File: src/logic/uesc_pkg.sv
// Purpose: shared constants for the endpoint status and control block
// Assumes: 8-bit register data, byte addresses on a plain register port
// Notes: status codes are shared by every endpoint direction
package uesc_pkg;
  // register byte addresses
  localparam logic [7:0] ADDR_FAULT = 8'h00;
  localparam logic [7:0] ADDR_EP0 = 8'h01;
  localparam logic [7:0] ADDR_TX_BASE = 8'h02;
  localparam logic [7:0] ADDR_EP2RX = 8'h07;
  localparam int NUM_TX_EP = 5;
  // endpoint 0 field positions
  localparam int EP0_DONE_BIT = 7;
  localparam int EP0_TXTOG_BIT = 6;
  localparam int EP0_TXSTAT_LSB = 4;
  localparam int EP0_RXTOG_BIT = 2;
  localparam int EP0_RXSTAT_LSB = 0;
  // transmit and endpoint 2 receive field positions
  localparam int EPN_DONE_BIT = 3;
  localparam int EPN_TOG_BIT = 2;
  localparam int EPN_STAT_LSB = 0;
  // reset values
  localparam logic [7:0] EP_RESET_VAL = 8'h00;
  localparam logic [2:0] FAULT_RESET_VAL = 3'h0;
  // status field code
  typedef enum logic [1:0] {
    UESC_DISABLED = 2'h0,
    UESC_STALL = 2'h1,
    UESC_NAK = 2'h2,
    UESC_VALID = 2'h3
  } uesc_stat_t;
  // fault kind code
  typedef enum logic [2:0] {
    UESC_ERR_NONE = 3'h0,
    UESC_ERR_STUFF = 3'h1,
    UESC_ERR_CRC = 3'h2,
    UESC_ERR_EOP = 3'h3,
    UESC_ERR_PID = 3'h4,
    UESC_ERR_MEM = 3'h5,
    UESC_ERR_OTHER = 3'h6
  } uesc_fault_t;
  // one-hot answer: bit0 ignore, bit1 stall, bit2 nak, bit3 handle
  typedef logic [3:0] uesc_hs_t;
  function automatic uesc_hs_t uesc_decode(input logic [1:0] stat);
    uesc_hs_t hs;
    hs = 4'h0;
    hs[stat] = 1'b1;
    return hs;
  endfunction
endpackage

File: src/logic/uesc_txep.sv
// Purpose: transmit control register of one endpoint 1 to 5
// Assumes: tx_ack is one cycle per ACK returned by the host
// Notes: done flag is cleared by writing zero to it
`timescale 1ns/1ps
module uesc_txep (
  // clock and reset
  input wire logic core_clk,
  input wire logic arst_n,
  input wire logic usb_rst,
  // software write
  input wire logic wr_en,
  input wire logic [3:0] wdata,
  // engine event
  input wire logic tx_ack,
  // register state
  output logic done_ff,
  output logic tog_ff,
  output logic [1:0] stat_ff
);
  logic ack_ok;
  assign ack_ok = tx_ack && (stat_ff == uesc_pkg::UESC_VALID);

  // done flag: hardware set beats a software clear
  always_ff @(posedge core_clk or negedge arst_n) begin
    if (!arst_n) begin
      done_ff <= 1'b0;
    end else if (ack_ok) begin
      done_ff <= 1'b1; // RULE_16 RULE_23 RULE_24
    end else if (wr_en && !wdata[uesc_pkg::EPN_DONE_BIT]) begin
      done_ff <= 1'b0;
    end
  end

  // toggle and status: bus reset, then hardware, then software
  always_ff @(posedge core_clk or negedge arst_n) begin
    if (!arst_n) begin
      tog_ff <= 1'b0;
      stat_ff <= uesc_pkg::UESC_DISABLED;
    end else if (usb_rst) begin
      tog_ff <= 1'b0; // RULE_15
      stat_ff <= uesc_pkg::UESC_DISABLED;
    end else if (ack_ok) begin
      tog_ff <= ~tog_ff; // RULE_06
      stat_ff <= uesc_pkg::UESC_NAK; // RULE_18 RULE_24
    end else if (wr_en) begin
      tog_ff <= wdata[uesc_pkg::EPN_TOG_BIT]; // RULE_07
      stat_ff <= wdata[uesc_pkg::EPN_STAT_LSB +: 2]; // RULE_17
    end
  end

  a_tx_done_nak: assert property (@(posedge core_clk) disable iff (!arst_n) // RULE_24
    ack_ok && !usb_rst |=> done_ff && stat_ff == uesc_pkg::UESC_NAK)
    else $error("tx done and nak not set together");
  a_tx_tog_flip: assert property (@(posedge core_clk) disable iff (!arst_n) // RULE_06
    !ack_ok && !wr_en && !usb_rst |=> $stable(tog_ff))
    else $error("tx toggle changed without ack");
endmodule

File: src/logic/uesc_top.sv
// Purpose: endpoint status, toggle and fault-kind registers of a USB device
// Assumes: protocol engine gives one-cycle event pulses, synchronous inputs
// Notes: registers are 8 bits wide; read data appears one cycle after rd
//
// Contract
// [RULE_01] three-bit code names the last error
// [RULE_02] load code on error, clear with flag
// [RULE_03] bus reset clears ep0 bits six-four, two-zero
// [RULE_04] ep0 correct transfer sets ep0 done flag
// [RULE_05] setup forces ep0 tx toggle to one
// [RULE_06] tx toggle flips only after host ack
// [RULE_07] software may write both toggle bits
// [RULE_08] ep0 tx status decodes four answers
// [RULE_09] ep0 correct transfer sets both nak
// [RULE_10] setup clears ep0 rx toggle
// [RULE_11] rx toggle flips on matching good packet
// [RULE_12] ep0 rx status uses same code
// [RULE_13] setup not disabled: acknowledge, both nak
// [RULE_14] stall sent sets both ep0 fields stall
// [RULE_15] bus reset clears bits two-zero elsewhere
// [RULE_16] ep1-5 correct transmit sets tx done
// [RULE_17] ep1-5 tx status decodes four answers
// [RULE_18] correct transfer forces ep1-5 status nak
// [RULE_19] reserved bits always read zero
// [RULE_20] separate endpoint 2 receive register exists
// [RULE_21] ep2 rx status code, nak after transfer
// [RULE_22] ep2 rx done flag at bit three
// [RULE_23] hardware done set beats software clear
// [RULE_24] done flag and status update together
`timescale 1ns/1ps
module uesc_top #(
  parameter int NUM_TX = uesc_pkg::NUM_TX_EP
) (
  // clock and reset
  input wire logic core_clk,
  input wire logic arst_n,
  // interface resets
  input wire logic bus_reset,
  input wire logic force_iface_reset,
  // register port
  input wire logic [7:0] reg_addr,
  input wire logic [7:0] reg_wdata,
  input wire logic reg_wr,
  input wire logic reg_rd,
  output logic [7:0] reg_rdata,
  // error events
  input wire logic err_event,
  input wire logic [2:0] err_code,
  input wire logic err_flag_clear,
  // endpoint 0 events
  input wire logic ep0_setup,
  input wire logic ep0_tx_ack,
  input wire logic ep0_rx_ok,
  input wire logic ep0_rx_pid,
  input wire logic ep0_stall_sent,
  output logic ep0_setup_ack,
  // endpoint 1 to 5 transmit events
  input wire logic [NUM_TX-1:0] ep_tx_ack,
  // endpoint 2 receive events
  input wire logic ep2_rx_ok,
  input wire logic ep2_rx_pid,
  // state toward the engine
  output logic [3:0] ep0_tx_hs,
  output logic [3:0] ep0_rx_hs,
  output logic ep0_tx_tog,
  output logic ep0_rx_tog,
  output logic [NUM_TX*4-1:0] ep_tx_hs,
  output logic [NUM_TX-1:0] ep_tx_tog,
  output logic [3:0] ep2_rx_hs,
  output logic ep2_rx_tog,
  output logic ep_done_any
);
  logic usb_rst;
  logic [2:0] fault_kind_ff;
  logic ep0_done_ff;
  logic ep0_txtog_ff;
  logic ep0_rxtog_ff;
  logic [1:0] ep0_txstat_ff;
  logic [1:0] ep0_rxstat_ff;
  logic ep2rx_done_ff;
  logic ep2rx_tog_ff;
  logic [1:0] ep2rx_stat_ff;
  logic [NUM_TX-1:0] tx_done;
  logic [NUM_TX-1:0] tx_tog;
  logic [NUM_TX*2-1:0] tx_stat;
  logic [NUM_TX-1:0] tx_wr;
  logic [7:0] rdata_ff;
  logic [7:0] nxt_rdata;
  logic wr_ep0;
  logic wr_ep2rx;
  logic ep0_tx_good;
  logic ep0_rx_good;
  logic ep0_ctr;
  logic ep2_rx_good;

  // interface reset: bus reset or forced reset held by software
  assign usb_rst = bus_reset || force_iface_reset;

  // write decode
  assign wr_ep0 = reg_wr && (reg_addr == uesc_pkg::ADDR_EP0);
  assign wr_ep2rx = reg_wr && (reg_addr == uesc_pkg::ADDR_EP2RX);

  // endpoint 0 and endpoint 2 receive completion events
  assign ep0_setup_ack = ep0_setup && (ep0_rxstat_ff != uesc_pkg::UESC_DISABLED); // RULE_13
  assign ep0_tx_good = ep0_tx_ack && (ep0_txstat_ff == uesc_pkg::UESC_VALID);
  assign ep0_rx_good = ep0_rx_ok && (ep0_rxstat_ff == uesc_pkg::UESC_VALID)
                       && (ep0_rx_pid == ep0_rxtog_ff); // RULE_11
  assign ep0_ctr = ep0_tx_good || ep0_rx_good || ep0_setup_ack;
  assign ep2_rx_good = ep2_rx_ok && (ep2rx_stat_ff == uesc_pkg::UESC_VALID)
                       && (ep2_rx_pid == ep2rx_tog_ff); // RULE_11

  // fault kind: a new error wins over a clear in the same cycle
  always_ff @(posedge core_clk or negedge arst_n) begin
    if (!arst_n) begin
      fault_kind_ff <= uesc_pkg::FAULT_RESET_VAL;
    end else if (err_event) begin
      fault_kind_ff <= err_code; // RULE_01 RULE_02
    end else if (err_flag_clear) begin
      fault_kind_ff <= uesc_pkg::UESC_ERR_NONE; // RULE_02
    end
  end

  // endpoint 0 done flag survives bus reset, cleared by writing zero
  always_ff @(posedge core_clk or negedge arst_n) begin
    if (!arst_n) begin
      ep0_done_ff <= 1'b0;
    end else if (ep0_ctr) begin
      ep0_done_ff <= 1'b1; // RULE_04 RULE_23
    end else if (wr_ep0 && !reg_wdata[uesc_pkg::EP0_DONE_BIT]) begin
      ep0_done_ff <= 1'b0;
    end
  end

  // endpoint 0 status fields: reset, stall, completion, then software
  always_ff @(posedge core_clk or negedge arst_n) begin
    if (!arst_n) begin
      ep0_txstat_ff <= uesc_pkg::UESC_DISABLED;
      ep0_rxstat_ff <= uesc_pkg::UESC_DISABLED;
    end else if (usb_rst) begin
      ep0_txstat_ff <= uesc_pkg::UESC_DISABLED; // RULE_03
      ep0_rxstat_ff <= uesc_pkg::UESC_DISABLED;
    end else if (ep0_stall_sent) begin
      ep0_txstat_ff <= uesc_pkg::UESC_STALL; // RULE_14
      ep0_rxstat_ff <= uesc_pkg::UESC_STALL;
    end else if (ep0_ctr) begin
      ep0_txstat_ff <= uesc_pkg::UESC_NAK; // RULE_09 RULE_13
      ep0_rxstat_ff <= uesc_pkg::UESC_NAK;
    end else if (wr_ep0) begin
      ep0_txstat_ff <= reg_wdata[uesc_pkg::EP0_TXSTAT_LSB +: 2]; // RULE_08
      ep0_rxstat_ff <= reg_wdata[uesc_pkg::EP0_RXSTAT_LSB +: 2]; // RULE_12
    end
  end

  // endpoint 0 transmit toggle
  always_ff @(posedge core_clk or negedge arst_n) begin
    if (!arst_n) begin
      ep0_txtog_ff <= 1'b0;
    end else if (usb_rst) begin
      ep0_txtog_ff <= 1'b0; // RULE_03
    end else if (ep0_setup_ack) begin
      ep0_txtog_ff <= 1'b1; // RULE_05
    end else if (ep0_tx_good) begin
      ep0_txtog_ff <= ~ep0_txtog_ff; // RULE_06
    end else if (wr_ep0) begin
      ep0_txtog_ff <= reg_wdata[uesc_pkg::EP0_TXTOG_BIT]; // RULE_07
    end
  end

  // endpoint 0 receive toggle
  always_ff @(posedge core_clk or negedge arst_n) begin
    if (!arst_n) begin
      ep0_rxtog_ff <= 1'b0;
    end else if (usb_rst) begin
      ep0_rxtog_ff <= 1'b0; // RULE_03
    end else if (ep0_setup_ack) begin
      ep0_rxtog_ff <= 1'b0; // RULE_10
    end else if (ep0_rx_good) begin
      ep0_rxtog_ff <= ~ep0_rxtog_ff; // RULE_11
    end else if (wr_ep0) begin
      ep0_rxtog_ff <= reg_wdata[uesc_pkg::EP0_RXTOG_BIT]; // RULE_07
    end
  end

  // endpoint 2 receive done flag
  always_ff @(posedge core_clk or negedge arst_n) begin
    if (!arst_n) begin
      ep2rx_done_ff <= 1'b0;
    end else if (ep2_rx_good) begin
      ep2rx_done_ff <= 1'b1; // RULE_22 RULE_23 RULE_24
    end else if (wr_ep2rx && !reg_wdata[uesc_pkg::EPN_DONE_BIT]) begin
      ep2rx_done_ff <= 1'b0;
    end
  end

  // endpoint 2 receive toggle and status
  always_ff @(posedge core_clk or negedge arst_n) begin
    if (!arst_n) begin
      ep2rx_tog_ff <= 1'b0;
      ep2rx_stat_ff <= uesc_pkg::UESC_DISABLED;
    end else if (usb_rst) begin
      ep2rx_tog_ff <= 1'b0; // RULE_15
      ep2rx_stat_ff <= uesc_pkg::UESC_DISABLED;
    end else if (ep2_rx_good) begin
      ep2rx_tog_ff <= ~ep2rx_tog_ff; // RULE_11
      ep2rx_stat_ff <= uesc_pkg::UESC_NAK; // RULE_21 RULE_24
    end else if (wr_ep2rx) begin
      ep2rx_tog_ff <= reg_wdata[uesc_pkg::EPN_TOG_BIT]; // RULE_07
      ep2rx_stat_ff <= reg_wdata[uesc_pkg::EPN_STAT_LSB +: 2]; // RULE_20 RULE_21
    end
  end

  // transmit registers of endpoints 1 to 5
  for (genvar i = 0; i < NUM_TX; i++) begin : g_tx
    assign tx_wr[i] = reg_wr && (reg_addr == uesc_pkg::ADDR_TX_BASE + 8'(i));
    uesc_txep u_txep (
      .core_clk(core_clk),
      .arst_n(arst_n),
      .usb_rst(usb_rst),
      .wr_en(tx_wr[i]),
      .wdata(reg_wdata[3:0]),
      .tx_ack(ep_tx_ack[i]),
      .done_ff(tx_done[i]),
      .tog_ff(tx_tog[i]),
      .stat_ff(tx_stat[i*2 +: 2])
    );
    assign ep_tx_hs[i*4 +: 4] = uesc_pkg::uesc_decode(tx_stat[i*2 +: 2]); // RULE_17
  end

  // read mux: reserved bits and unmapped addresses give zero
  always_comb begin
    nxt_rdata = 8'h00;
    if (reg_addr == uesc_pkg::ADDR_FAULT) begin
      nxt_rdata = {5'h00, fault_kind_ff}; // RULE_19
    end else if (reg_addr == uesc_pkg::ADDR_EP0) begin
      nxt_rdata = {ep0_done_ff, ep0_txtog_ff, ep0_txstat_ff, 1'b0,
                   ep0_rxtog_ff, ep0_rxstat_ff}; // RULE_19
    end else if (reg_addr == uesc_pkg::ADDR_EP2RX) begin
      nxt_rdata = {4'h0, ep2rx_done_ff, ep2rx_tog_ff, ep2rx_stat_ff}; // RULE_19
    end else begin
      for (int j = 0; j < NUM_TX; j++) begin
        if (reg_addr == uesc_pkg::ADDR_TX_BASE + 8'(j)) begin
          nxt_rdata = {4'h0, tx_done[j], tx_tog[j], tx_stat[j*2 +: 2]}; // RULE_19
        end
      end
    end
  end

  // read data register, valid the cycle after the strobe
  always_ff @(posedge core_clk or negedge arst_n) begin
    if (!arst_n) begin
      rdata_ff <= 8'h00;
    end else if (reg_rd) begin
      rdata_ff <= nxt_rdata;
    end else begin
      rdata_ff <= 8'h00;
    end
  end

  // register read data and outputs toward the engine
  assign reg_rdata = rdata_ff;
  assign ep0_tx_hs = uesc_pkg::uesc_decode(ep0_txstat_ff); // RULE_08
  assign ep0_rx_hs = uesc_pkg::uesc_decode(ep0_rxstat_ff); // RULE_12
  assign ep0_tx_tog = ep0_txtog_ff;
  assign ep0_rx_tog = ep0_rxtog_ff;
  assign ep_tx_tog = tx_tog;
  assign ep2_rx_hs = uesc_pkg::uesc_decode(ep2rx_stat_ff); // RULE_21
  assign ep2_rx_tog = ep2rx_tog_ff;
  assign ep_done_any = ep0_done_ff || ep2rx_done_ff || (|tx_done);

  // checks
  a_fault_load: assert property (@(posedge core_clk) disable iff (!arst_n) // RULE_02
    err_event |=> fault_kind_ff == $past(err_code))
    else $error("fault kind not loaded");
  a_fault_clear: assert property (@(posedge core_clk) disable iff (!arst_n) // RULE_02
    err_flag_clear && !err_event |=> fault_kind_ff == 3'h0)
    else $error("fault kind not cleared");
  a_setup_toggles: assert property (@(posedge core_clk) disable iff (!arst_n) // RULE_05
    ep0_setup_ack && !usb_rst |=> ep0_txtog_ff && !ep0_rxtog_ff)
    else $error("setup toggles wrong");
  a_ep0_ctr_nak: assert property (@(posedge core_clk) disable iff (!arst_n) // RULE_09
    ep0_ctr && !ep0_stall_sent && !usb_rst |=>
      ep0_txstat_ff == 2'h2 && ep0_rxstat_ff == 2'h2 && ep0_done_ff)
    else $error("ep0 completion not nak");
  a_ep0_stall_both: assert property (@(posedge core_clk) disable iff (!arst_n) // RULE_14
    ep0_stall_sent && !usb_rst |=> ep0_txstat_ff == 2'h1 && ep0_rxstat_ff == 2'h1)
    else $error("ep0 stall not on both");
  a_usb_rst_clear: assert property (@(posedge core_clk) disable iff (!arst_n) // RULE_03
    usb_rst |=> ep0_txstat_ff == 2'h0 && ep0_rxstat_ff == 2'h0 && !ep0_txtog_ff
      && !ep0_rxtog_ff && ep2rx_stat_ff == 2'h0 && tx_tog == '0)
    else $error("interface reset left state");
  a_done_set_wins: assert property (@(posedge core_clk) disable iff (!arst_n) // RULE_23
    ep2_rx_good && wr_ep2rx |=> ep2rx_done_ff)
    else $error("done set lost to clear");
  a_rx_tog_hold: assert property (@(posedge core_clk) disable iff (!arst_n) // RULE_11
    !ep0_rx_good && !ep0_setup_ack && !wr_ep0 && !usb_rst |=> $stable(ep0_rxtog_ff))
    else $error("rx toggle moved without cause");
  a_ep0_rsvd_zero: assert property (@(posedge core_clk) disable iff (!arst_n) // RULE_19
    reg_rd && reg_addr == uesc_pkg::ADDR_EP0 |=> reg_rdata[3] == 1'b0)
    else $error("reserved ep0 bit not zero");
  a_read_fault: assert property (@(posedge core_clk) disable iff (!arst_n) // RULE_01
    reg_rd && reg_addr == uesc_pkg::ADDR_FAULT |=>
      reg_rdata == {5'h00, $past(fault_kind_ff)})
    else $error("fault read mismatch");
endmodule

File: config.mk
export PLATFORM = sky130hd
export DESIGN_NAME = uesc_top
export DESIGN_NICKNAME = d
export VERILOG_FILES = /design/src/logic/uesc_pkg.sv /design/src/logic/uesc_txep.sv /design/src/logic/uesc_top.sv
export SDC_FILE = /design/constraint.sdc
export NUM_CORES = 1
export LEC_CHECK = 0
export ABC_AREA = 1
export BUFFER_PORTS_ARGS = -buffer_cell sky130_fd_sc_hd__buf_2
export CAP_MARGIN = 15
export CORE_MARGIN = 2
export CORE_UTILIZATION = 40
export CTS_CLUSTER_DIAMETER = 150
export CTS_CLUSTER_SIZE = 14
export DETAILED_ROUTE_END_ITERATION = 10
export PLACE_DENSITY = 0.67
export SETUP_SLACK_MARGIN = 0.15
export SKIP_LAST_GASP = 1
export SLEW_MARGIN = 10
export SYNTH_ARGS = -nofsm -noshare
export SYNTH_HDL_FRONTEND = slang
export SYNTH_SLANG_ARGS = --single-unit
File: constraint.sdc
create_clock -name core_clk -period 2.3 [get_ports core_clk]
set_input_delay 0.115 -clock core_clk [delete_from_list [all_inputs] [get_ports core_clk]]
set_output_delay 0.115 -clock core_clk [all_outputs]
set_load 0.01 [all_outputs]
# Word-level counts from Yosys, hierarchy flattened
# Cells that the tools add are included.
# word_totals
ff_bits,42
inputBits,39
output_inout_bits,50
wordCells,219
# classes
n_lt_le_gt_ge,16
eq_ne,17
mux,93
n_bitwise,8
n_reduce_logical,60
# ops
op,n
2-to-1 mux 8 bit,8
2-to-1 mux 2 bit,26
2-to-1 mux 1 bit,48
logical AND 1 bit,33
== test 8 x 3 -> 1 bit (second input constant),4
< comparator 2 x 3 -> 1 bit (second input constant),8
nonzero test 2 bit,9
nonzero test 3 bit,6
demux 1 bit (select 2 bit),8
== test 2 bit (second input constant),8
== test 8 x 2 -> 1 bit (second input constant),2
>= comparator 2 x 1 -> 1 bit (second input constant),8
nonzero test 4 bit,3
== test 8 x 1 -> 1 bit (second input constant),1
logical NOT 8 bit,1
inverter 1 bit,8
2-to-1 mux 3 bit,2
logical OR 1 bit,5
OR reduction 5 bit,1
2-to-1 mux 4 bit,1
== test 1 bit,2
logical NOT 1 bit,2

# Depth between registers and ports, before layout
# Gate-level depths: netlist of run 1.
# depth
ltp_word,10
mapped_depth,10
depth_no_buf,10

# Hierarchy
# A second synthesis of run 1 with hierarchy kept.
# unflattened
hier_cells,385
hier_area_um2,2702.6
# by_module_without_submodules
module,n_inst,cells_each,area_per_inst_um2,seq_area_each_um2
uesc_top,1,250,1676.6,550.5
uesc_txep,5,27,205.2,100.1

# Worst setup path after synthesis of run 1
# No wires, ideal clock.
# synth_timing
kind,reg-to-reg
start,reg ep0_rxstat_ff[0]
end,reg ep0_txstat_ff[0]
setup_time_ns,0.126
arrival_ns,1.274
t_required_ns,2.174
path_slack_ns,0.899
stages_incl_launch_ff,7
n_path_buf,0
synth_period_minus_slack_ns,1.401
path_cell_list,dfrtp_1 > nor2_1 > nor2_1 > nor2_2 > nand3_1 > nand3_1 > o21ai_0
# synth_via
elab_cells_between_ends,11
classes_between,eq/ne (1); mux (3); reduce/logical (7)
# synth_lines
item,line_no,rtl
from (decl),uesc_top.sv:79,logic [1:0] ep0_rxstat_ff;
from (signal assigned),uesc_top.sv:138,ep0_rxstat_ff <= uesc_pkg::UESC_DISABLED;
from (signal assigned),uesc_top.sv:141,ep0_rxstat_ff <= uesc_pkg::UESC_DISABLED;
from (signal assigned),uesc_top.sv:144,ep0_rxstat_ff <= uesc_pkg::UESC_STALL;
nonzero test 2 bit (*),uesc_top.sv:104,assign ep0_setup_ack = ep0_setup && (ep0_rxstat_ff != uesc_pkg::UESC_DISABLED);
logical AND 1 bit (*),uesc_top.sv:104,
named net ep0_setup_ack,uesc_top.sv:56,"output logic ep0_setup_ack,"
logical OR 1 bit (*),uesc_top.sv:108,assign ep0_ctr = ep0_tx_good || ep0_rx_good || ep0_setup_ack;
2-to-1 mux 2 bit,uesc_top.sv:145,end else if (ep0_ctr) begin
2-to-1 mux 2 bit,uesc_top.sv:142,end else if (ep0_stall_sent) begin
2-to-1 mux 2 bit,uesc_top.sv:139,end else if (usb_rst) begin
to (signal assigned),uesc_top.sv:140,ep0_txstat_ff <= uesc_pkg::UESC_DISABLED;
to (signal assigned),uesc_top.sv:143,ep0_txstat_ff <= uesc_pkg::UESC_STALL;
to (signal assigned),uesc_top.sv:146,ep0_txstat_ff <= uesc_pkg::UESC_NAK;
to (decl),uesc_top.sv:78,logic [1:0] ep0_txstat_ff;
# Mark *: on every way through the listed nets, which the timed path passes. The rest lies on a longest branch.
# A chain may end at the register's enable or synchronous reset.

# Worst setup path after layout of run 1
# layout_timing
start,reg ep0_rxstat_ff[0]
end,reg ep0_rxstat_ff[1]
# layout_via
elab_chain_len,8
elab_cells_between_ends,11
classes_between,eq/ne (1); mux (3); reduce/logical (7)
# layout_rtl
item,line_no,rtl
== test 2 bit,uesc_top.sv:106,assign ep0_rx_good = ep0_rx_ok && (ep0_rxstat_ff == uesc_pkg::UESC_VALID)
logical AND 1 bit,uesc_top.sv:106,
logical AND 1 bit,uesc_top.sv:107,&& (ep0_rx_pid == ep0_rxtog_ff);
logical OR 1 bit,uesc_top.sv:108,
logical OR 1 bit (*),uesc_top.sv:108,
2-to-1 mux 2 bit,uesc_top.sv:145,
2-to-1 mux 2 bit,uesc_top.sv:142,
2-to-1 mux 2 bit,uesc_top.sv:139,
# Every way passes the cells marked *; elsewhere a longest branch is shown, timed or not.

==> flow_summary.json, run 1 <==
{
  "pre_cts_ws_ps": 838,
  "track_usage_pct": 20.6,
  "critPathRequiredTime_ps": 2500,
  "syn-cell-area_sq_um": 2470,
  "yosysMostFrequentCell": "nand2_1",
  "wl_met1_um": 3050,
  "tns_ps": 0,
  "ir_drop_v": 0.000227,
  "maxCapViolCount": 0,
  "grt_max_degree": 43,
  "port_buffers": 88,
  "fmax_ghz": 0.657,
  "drive_above_1_share_pct": 25.1,
  "synth_area_leaders": "dfrtp_1 (43%), nand2_1 (11%), inv_1 (8.8%)",
  "slowest_stage": "dfrtp_1",
  "wire_per_inst_um": 13.1,
  "critical_path.max_stage_delay_ps": 440,
  "htreeDepth": 2,
  "grt_pass1_wl_um": 10300,
  "cts_resized": 0,
  "cts_buffers": 5,
  "clock_latency_ps": 310,
  "fin_ws_ps": 779,
  "vias": 2497,
  "grt_overflow": 0,
  "syn_area_per_cell_sq_um": 7.04,
  "clock_sinks": 42,
  "rrSetupSlack_ps": 780,
  "grt_pass1_vias": 2154,
  "yosys_register_bits": 42,
  "start_util_pct": 41.5,
  "ys.flop_type": "dfrtp_1",
  "clk_pin_slew_worst_paths_ps": 80,
  "period_share_pct": 66.1,
  "grt_setup_unrepaired": "false",
  "min_path_type": "input port to flop",
  "holdBufCountCts": 1,
  "yosys.area.top_type_share_pct": 42.5,
  "dpl-instance-area_sq_um": 2970,
  "r2r_start": "ep0_rxstat_ff[0]$_DFFE_PN0P_",
  "antenna_left": 0,
  "syn_nets": 390,
  "finalCriticalPeriod_ps": 1520,
  "antenna_cells": 0,
  "area_growth_pct": 23.9,
  "instances_no_fill": 517,
  "drt-total-wl_um": 6780,
  "die_area_sq_um": 6830,
  "layout.nets": 480,
  "core_sq_um": 5960,
  "synthDistinctLibCells": 28,
  "design.portCount": 89,
  "r2r_end": "ep0_rxstat_ff[1]$_DFFE_PN0P_",
  "dp_cells": 508,
  "status": "completed",
  "crit_type": "flop to flop",
  "rows": 28,
  "cts_tree": "done",
  "drc": 0,
  "crit_chain": "nand3_1 > nor2_1 > nor2_1 > nand2_1 > nor2_2 > o21ai_0 > o21ai_0 > inv_1",
  "slew-limit-headroom_pct": 37.4,
  "tightest_slew_ps": 939,
  "place_congestion": 0.904,
  "critPathLaunchType": "flop",
  "place_hpwl_um": 5210,
  "syn_inst": 351,
  "ys_warn_count": 0,
  "die_h_um": 82.6,
  "cp_max_fo": 6,
  "viasPerCell": 4.83,
  "ys_top_cells_by_count": "nand2_1 (75), inv_1 (58), nor2_1 (52), dfrtp_1 (42), o21ai_0 (35)",
  "cp_data_arrival_time_ps": 1720,
  "rr_worst_depth": 8,
  "finalSetupViolCount": 0,
  "clock-root-buffer": "clkbuf_8",
  "drt_pass1_iterations": 4,
  "wl_met3_um": 322,
  "min-delay-start": "err_code[0]",
  "die_width_um": 82.6,
  "cts_buffer_depth": 2,
  "min_path_cells": 3,
  "wl_met2_um": 3300,
  "top_layer_used": "met4",
  "drt_iter0_drc": 108,
  "fin_worst_skew_ps": 6.81,
  "async_flop_share_pct": 100,
  "synth_largest_area_cell": "dfrtp_1",
  "synth-seq-area-share_pct": 42.5,
  "p_leak_uw": 0.00174,
  "antenna_found_initial": 0,
  "postCtsSetupBuffers": 0,
  "min_to": "fault_kind_ff[0]$_DFFE_PN0P_",
  "whs_ps": 13.7,
  "synth_edf_count": 0,
  "critPathCaptureType": "flop",
  "p_per_area_nw_per_um2": 515,
  "slew_violations": 0,
  "fin_area_sq_um": 3060,
  "finalHoldViolCount": 0
}
[stage by stage]
| step | total power, uW | utilization, % |
|---|---|---|
| 2_1_floorplan | 981 | - |
| 3_3_place_gp | 1100 | 49.8 |
| 3_5_place_dp | 1110 | 49.8 |
| 4_1_cts | 1590 | 51.4 |
| 5_1_grt | 1660 | 51.4 |
| 6_report | 1580 | 51.4 |
[per-layer routing]
| metal | vias up | GRT usage, % |
|---|---|---|
| met5 | - | 0 |
| met4 | 0 | 7.70 |
| met3 | 9 | 3.70 |
| met2 | 56 | 33.0 |
| met1 | 1131 | 27.7 |
| li1 | 1301 | - |
[cell usage in the layout, fill, tap and decap left out, types with 5 or more instances in the layout]
master / count
o21ai_0: 35
inv_1: 58
nand4_1: 7
buf_2: 88
a21oi_1: 12
nor2_1: 52
nand3_1: 26
dfrtp_1: 42
clkbuf_8: 5
nand2_1: 75
nor3_1: 8
[worst max-delay path by stage]
stage                              endpoint                    startpoint
4_1_cts        ep0_rxstat_ff[0]$_DFFE_PN0P_        ep0_rx_tog$_DFFE_PN0P_
3_3_place_gp   ep0_rxstat_ff[1]$_DFFE_PN0P_        ep0_rx_tog$_DFFE_PN0P_
2_1_floorplan  ep0_txstat_ff[0]$_DFFE_PN0P_  ep0_rxstat_ff[0]$_DFFE_PN0P_
5_1_grt        ep0_rxstat_ff[1]$_DFFE_PN0P_  ep0_rxstat_ff[0]$_DFFE_PN0P_
3_5_place_dp         ep2_rx_tog$_DFFE_PN0P_  ep2rx_stat_ff[1]$_DFFE_PN0P_
6_report       ep0_rxstat_ff[1]$_DFFE_PN0P_  ep0_rxstat_ff[0]$_DFFE_PN0P_
[final cells by class]
cell class	count	area (sq um)
timing repair buffer	90	458
sequential	42	1050
fill	657	2890
clock buffer	6	72.6
multi-input combinational	242	1150
clock inverter	2	13.8
tap	75	93.8
inverter	60	225
[registers in the layout (all words and copies together) (netlist names)]
register / count
g_tx.u_txep.stat_ff: 10
ep0_tx_tog: 1
g_tx.u_txep.done_ff: 5
reg_rdata: 8
fault_kind_ff: 3
ep0_done_ff: 1
g_tx.u_txep.tog_ff: 5
ep2_rx_tog: 1
ep0_rxstat_ff: 2
ep0_rx_tog: 1
ep0_txstat_ff: 2
ep2rx_done_ff: 1
ep2rx_stat_ff: 2
[cells by family (layout without fill, tap and decap cells)]
logic type | Yosys count | in the layout | share of synthesized area, %
AOI/OAI and AO/OA | 57 | 57 | 12.6
buffers and inverters | 67 | 158 | 11.0
DFF | 42 | 42 | 42.5
muxes | 1 | 1 | 0.405
and+or+nand+nor | 184 | 184 | 33.5
[report_power, final]
part / switching (uW) / leakage, uW / internal, uW / total [uW]
Combinational: 160 / 0.00114 / 97.0 / 257
Sequential: 48.9 / 0.000558 / 786 / 835
Clock: 270 / 0.0000452 / 214 / 485
Total: 479 / 0.00174 / 1100 / 1580
[worst max-delay path, delay by kind of cell, from the launching register on]
| kind | cells | cell delay [ps] |
|---|---|---|
| flip-flops | 1 | 440 |
| AO/OA/AOI/OAI | 2 | 330 |
| buffers and inverters | 1 | 60 |
| AND/OR/NAND/NOR | 5 | 590 |
No activity file was read; power rests on OpenSTA's default activity.
==> run 2, diff against run 1 <==
--- a/config.mk
+++ b/config.mk
@@ -13,7 +13,7 @@
 export CTS_CLUSTER_DIAMETER = 150
 export CTS_CLUSTER_SIZE = 14
 export DETAILED_ROUTE_END_ITERATION = 10
-export PLACE_DENSITY = 0.67
+export PLACE_DENSITY = 0.69
 export SETUP_SLACK_MARGIN = 0.15
 export SKIP_LAST_GASP = 1
 export SLEW_MARGIN = 10
==> constraint.sdc (replaced) <==
create_clock -name core_clk -period 1.3 [get_ports core_clk]
set_input_delay 0.065 -clock core_clk [delete_from_list [all_inputs] [get_ports core_clk]]
set_output_delay 0.065 -clock core_clk [all_outputs]
set_load 0.01 [all_outputs]
==> run 2 against run 1 <==
First-iteration DRC count grew 46%; wire length grew 14%; combinational power up 140%; worst hold slack worse by 17 ps; non-clock buffer count is 41 higher; total power up 88%; via count is 9.9% higher; highest routed layer unchanged; final cell count is 7.9% higher; the flow now finishes with violations (hold timing, setup timing); clock skew up 6.0 ps; design area rose by 22%; worst setup slack worse by 880 ps; die area unchanged; critical path type unchanged.
==> flow_summary.json, run 2 (synthesized netlist as in run 1, its figures left out) <==
{
  "status": "finished, violations left",
  "violations": "hold timing, setup timing",
  "seqCellArea_sq_um": 1050,
  "final_cell_mix": "buf_2 (85), nand2_1 (63), inv_1 (44), dfrtp_1 (41), nor2_1 (37)",
  "drive_above_1_share_pct": 43.1,
  "fin_ws_ps": -102,
  "n_fill_cell": 535,
  "antenna_cells": 0,
  "grt_pass1_wl_um": 11200,
  "drc": 0,
  "period_share_pct": 108,
  "instances_no_fill": 558,
  "fin_worst_skew_ps": 12.8,
  "clock_sinks": 42,
  "pre_cts_ws_ps": -43.4,
  "clk_pin_slew_worst_paths_ps": 90,
  "wire_per_inst_um": 13.8,
  "largest_reg_flops": 10,
  "cp_max_fo": 6,
  "core_sq_um": 5960,
  "layout.nets": 521,
  "vias": 2744,
  "min_to": "fault_kind_ff[1]$_DFFE_PN0P_",
  "critPathLaunchType": "flop",
  "track_usage_pct": 21.6,
  "clock-root-buffer": "clkbuf_8",
  "die_width_um": 82.6,
  "grt_setup_unrepaired": "true",
  "rows": 28,
  "area_growth_pct": 50.8,
  "p_per_area_nw_per_um2": 797,
  "ir_drop_v": 0.000465,
  "design.portCount": 89,
  "cts_buffer_depth": 2,
  "slew_violations": 0,
  "rrSetupSlack_ps": -100,
  "grt_pass1_vias": 2451,
  "finalCriticalPeriod_ps": 1400,
  "crit_type": "flop to flop",
  "finalSetupViolCount": 5,
  "htreeDepth": 2,
  "place_congestion": 0.904,
  "min_path_cells": 3,
  "tightest_slew_ps": 328,
  "antenna_found_initial": 0,
  "place_hpwl_um": 5240,
  "whs_ps": -3.12,
  "r2r_end": "ep0_rxstat_ff[1]$_DFFE_PN0P_",
  "cts_tree": "done",
  "slew-limit-headroom_pct": 78.0,
  "dpl-instance-area_sq_um": 3170,
  "cts_buffers": 5,
  "antenna_left": 0,
  "drt_pass1_iterations": 4,
  "r2r_start": "ep0_rxstat_ff[0]$_DFFE_PN0P_",
  "drt_iter0_drc": 158,
  "grt_overflow": 0,
  "clock_latency_ps": 300,
  "maxCapViolCount": 0,
  "fmax_ghz": 0.713,
  "viasPerCell": 4.92,
  "multi_input_area_sq_um": 1390,
  "dp_cells": 528,
  "p_leak_uw": 0.00202,
  "fin_area_sq_um": 3730,
  "cp_data_arrival_time_ps": 1600,
  "drt-total-wl_um": 7700,
  "layout_commonest_cell": "buf_2",
  "critPathRequiredTime_ps": 1500,
  "min_path_type": "input port to flop",
  "die_h_um": 82.6,
  "die_area_sq_um": 6830,
  "port_buffers": 88,
  "max_flop_register": "g_tx.u_txep.stat_ff",
  "grt_max_degree": 43,
  "total_power_uw": 2970,
  "start_util_pct": 41.5,
  "finalHoldViolCount": 1,
  "rr_worst_depth": 8,
  "min-delay-start": "err_code[1]",
  "critPathCaptureType": "flop"
}
-- run 2: cell count changes in the layout (fill, tap and decap cells not counted), sizes merged --
cell,previous run,this run
buf,89,128
dlygate4sd3,1,3
clkbuf,6,5
clkinvlp,0,1
-- run 2: worst max-delay path by stage --
stage                                       from                      endpoint  slack, ps  cells after the start
floorplan                 ep0_rx_tog$_DFFE_PN0P_  ep0_txstat_ff[0]$_DFFE_PN0P_          9                      9
global placement    ep0_rxstat_ff[0]$_DFFE_PN0P_  ep0_rxstat_ff[0]$_DFFE_PN0P_        -40                      8
detailed placement  ep0_rxstat_ff[0]$_DFFE_PN0P_  ep0_rxstat_ff[0]$_DFFE_PN0P_        -40                      8
CTS                       ep0_rx_tog$_DFFE_PN0P_  ep0_rxstat_ff[1]$_DFFE_PN0P_        -40                      8
global route        ep0_rxstat_ff[0]$_DFFE_PN0P_  ep0_rxstat_ff[0]$_DFFE_PN0P_       -210                      9
finish              ep0_rxstat_ff[0]$_DFFE_PN0P_  ep0_rxstat_ff[1]$_DFFE_PN0P_       -100                      8
-- run 2: what timing repair did --
| action | in CTS | in global routing |
|---|---|---|
| setup endpoints to repair | 21 | 47 |
| pin swaps | 9 | 25 |
| hold buffers | 3 | 0 |
| endpoints found under the hold margin | 44 | 0 |
| setup buffers | 7 | 12 |
| gates resized for setup | 16 | 76 |
-- run 2: power by group --
part           switching [uW]  internal, uW
Clock                     493           379
Sequential               80.3          1390
Combinational             357           271
Total                     930          2040
-- run 2: stage by stage --
step	setup TNS [ps]	util (%)
floorplan	0	-
global placement	-76.9	53.3
detailed placement	-236	53.3
CTS	-125	56.8
global route	-990	62.6
finish	-373	62.6
-- run 2: layout make-up --
class | instances | share of cell area (%)
Tap cell | 75 | 2.52
Inverter | 60 | 6.14
Clock buffer | 5 | 1.85
Timing Repair Buffer | 131 | 23.4
Multi-Input combinational cell | 242 | 37.4
Sequential cell | 42 | 28.2
Clock inverter | 3 | 0.504
-- run 2: critical path, cell delays in order (launching register included) --
cell	delay [ps]
dfrtp_1	420
nand3_2	110
nor2_2	60
nor2_2	140
nand2_2	80
nor2_4	210
o21ai_2	90
o21ai_1	140
inv_1	50
-- run 2: metal layers --
layer	share of wire [%]	vias to the layer above	wire, um	GRT usage (%)
li1	-	1390	-	-
met2	52	85	4000	36.7
met4	0.91	0	70	5.57
met1	41	1263	3180	28.5
met3	5.9	6	453	3.80
met5	0	-	0	0
==> run 3, diff against run 2 <==
--- a/config.mk
+++ b/config.mk
@@ -13,7 +13,7 @@
 export CTS_CLUSTER_DIAMETER = 150
 export CTS_CLUSTER_SIZE = 14
 export DETAILED_ROUTE_END_ITERATION = 10
-export PLACE_DENSITY = 0.69
+export PLACE_DENSITY = 0.67
 export SETUP_SLACK_MARGIN = 0.15
 export SKIP_LAST_GASP = 1
 export SLEW_MARGIN = 10
==> constraint.sdc (replaced) <==
create_clock -name core_clk -period 1.5 [get_ports core_clk]
set_input_delay 0.075 -clock core_clk [delete_from_list [all_inputs] [get_ports core_clk]]
set_output_delay 0.075 -clock core_clk [all_outputs]
set_load 0.01 [all_outputs]
==> run 3 against run 2 <==
Largest power group unchanged; die area did not move; total power fell by 17%; utilization fell by 5.7 points; the flow now finishes without violations; via count fell by 1.4%; maximum frequency fell by 1.3%; sequential share of layout area rose by 2.9 points; wire length fell by 5.6%; register-to-register slack improved by 180 ps.
==> flow_summary.json, run 3 (synthesized netlist as in run 1, its figures left out) <==
{
  "fin_area_sq_um": 3390,
  "vias": 2706,
  "finalCriticalPeriod_ps": 1420,
  "htreeDepth": 2,
  "antenna_found_initial": 0,
  "clock-root-buffer": "clkbuf_8",
  "p_per_area_nw_per_um2": 727,
  "drt_iter0_drc": 125,
  "n_fill_cell": 583,
  "area_growth_pct": 37.0,
  "r2r_start": "ep0_rx_tog$_DFFE_PN0P_",
  "pre_cts_ws_ps": 14.5,
  "grtUsageMet2_pct": 35.0,
  "port_buffers": 88,
  "period_share_pct": 94.7,
  "drt-total-wl_um": 7270,
  "antenna_left": 0,
  "multi_input_area_sq_um": 1260,
  "grt_util_met3_pct": 2.50,
  "p_leak_uw": 0.00190,
  "antenna_cells": 0,
  "dpl-instance-area_sq_um": 3010,
  "rrSetupSlack_ps": 80,
  "place_hpwl_um": 5300,
  "tns_ps": 0,
  "track_usage_pct": 21.2,
  "drive_above_1_share_pct": 34.1,
  "clock_latency_ps": 290,
  "grt_pass1_wl_um": 11000,
  "busiest_layer": "met2",
  "rr_worst_depth": 10,
  "largest_reg_flops": 10,
  "min-delay-start": "err_code[0]",
  "critPathLaunchType": "flop",
  "finalSetupViolCount": 0,
  "critPathRequiredTime_ps": 1680,
  "status": "completed",
  "layout.nets": 508,
  "grt_use_met1_pct": 28.6,
  "grt_max_degree": 25,
  "final_cell_mix": "buf_2 (88), nand2_1 (68), inv_1 (57), nor2_1 (44), dfrtp_1 (39)",
  "grt_setup_unrepaired": "true",
  "die_h_um": 82.6,
  "die_width_um": 82.6,
  "drc": 0,
  "cts_buffers": 5,
  "ir_drop_v": 0.000329,
  "cts_tree": "done",
  "cp_data_arrival_time_ps": 1600,
  "min_path_cells": 3,
  "fin_ws_ps": 79.4,
  "critPathCaptureType": "flop",
  "place_congestion": 0.858,
  "fin_worst_skew_ps": 3.62,
  "crit_type": "flop to flop",
  "start_util_pct": 41.5,
  "slew_violations": 0,
  "maxCapViolCount": 0,
  "layout_commonest_cell": "buf_2",
  "clk_pin_slew_worst_paths_ps": 80,
  "seqCellArea_sq_um": 1050,
  "rows": 28,
  "r2r_end": "ep0_txstat_ff[0]$_DFFE_PN0P_",
  "design.portCount": 89,
  "drt_pass1_iterations": 4,
  "grt_pass1_vias": 2419,
  "whs_ps": 1.27,
  "cp_max_fo": 4,
  "fmax_ghz": 0.704,
  "core_sq_um": 5960,
  "slew-limit-headroom_pct": 63.8,
  "wire_per_inst_um": 13.4,
  "finalHoldViolCount": 0,
  "cts_buffer_depth": 2,
  "viasPerCell": 4.97,
  "min_to": "fault_kind_ff[0]$_DFFE_PN0P_",
  "min_path_type": "input port to flop",
  "clock_sinks": 42,
  "tightest_slew_ps": 542,
  "grt_overflow": 0,
  "max_flop_register": "g_tx.u_txep.stat_ff",
  "die_area_sq_um": 6830
}
[run 3: cell types whose count changed in the layout (fill, tap and decap cells not counted), sizes merged]
| cell | previous run | this run |
|---|---|---|
| clkinv | 2 | 0 |
| clkbuf | 5 | 7 |
| buf | 128 | 115 |
| clkinvlp | 1 | 0 |
[run 3: area by class of cell]
class | instances | area share [%]
multi-input combinational | 242 | 37.2
sequential | 42 | 31.1
tap | 75 | 2.77
inverter | 60 | 6.65
timing repair buffer | 118 | 20.0
clock buffer | 7 | 2.25
[run 3: worst max-delay path, stage by stage, from the launching register on]
cell     delay, ps
dfrtp_1        390
or2_1          250
nor2_2         140
nor2_2          60
nand2_2         80
nor2_4          50
buf_6          120
nand2_2         50
nand2_2         60
nand3_2         60
o21ai_1         60
[run 3: worst max-delay path by stage]
stage / start / end / slack [ps] / cells after the start
2_1_floorplan: ep0_rxstat_ff[0]$_DFFE_PN0P_ / ep0_txstat_ff[0]$_DFFE_PN0P_ / 170 / 6
3_3_place_gp: ep2rx_stat_ff[1]$_DFFE_PN0P_ / ep2rx_stat_ff[0]$_DFFE_PN0P_ / 100 / 8
3_5_place_dp: ep2rx_stat_ff[1]$_DFFE_PN0P_ / ep2rx_stat_ff[0]$_DFFE_PN0P_ / 10 / 8
4_1_cts: ep0_rx_tog$_DFFE_PN0P_ / ep0_rxstat_ff[0]$_DFFE_PN0P_ / 130 / 10
5_1_grt: ep0_rxstat_ff[1]$_DFFE_PN0P_ / ep0_txstat_ff[0]$_DFFE_PN0P_ / -20 / 10
6_report: ep0_rx_tog$_DFFE_PN0P_ / ep0_txstat_ff[0]$_DFFE_PN0P_ / 80 / 10
[run 3: stage by stage]
| stage | cells | util, % | power, uW |
|---|---|---|---|
| 3_3_place_gp | 514 | 50.6 | 1700 |
| 5_1_grt | 544 | 56.9 | 2570 |
| 2_1_floorplan | 351 | - | 1510 |
| 3_5_place_dp | 514 | 50.6 | 1710 |
| 6_report | 544 | 56.9 | 2460 |
| 4_1_cts | 531 | 53.5 | 2410 |
[run 3: routing by layer]
metal | up-vias | share of wire [%]
met4 | 0 | 2.6
met3 | 17 | 6.3
met5 | - | 0
met1 | 1239 | 44
met2 | 100 | 47
li1 | 1350 | -
[run 3: power by group]
group	total [uW]	internal (uW)	switching, uW
Sequential	1290	1210	79.6
Combinational	476	201	275
Clock	702	321	381
Total	2460	1730	736
[run 3: timing repair]
item	CTS	global route
resized for setup	6	30
pin swaps	2	11
hold endpoints to repair	24	0
buffers inserted	7	13
hold buffers	3	0
endpoints found under the setup margin	7	18
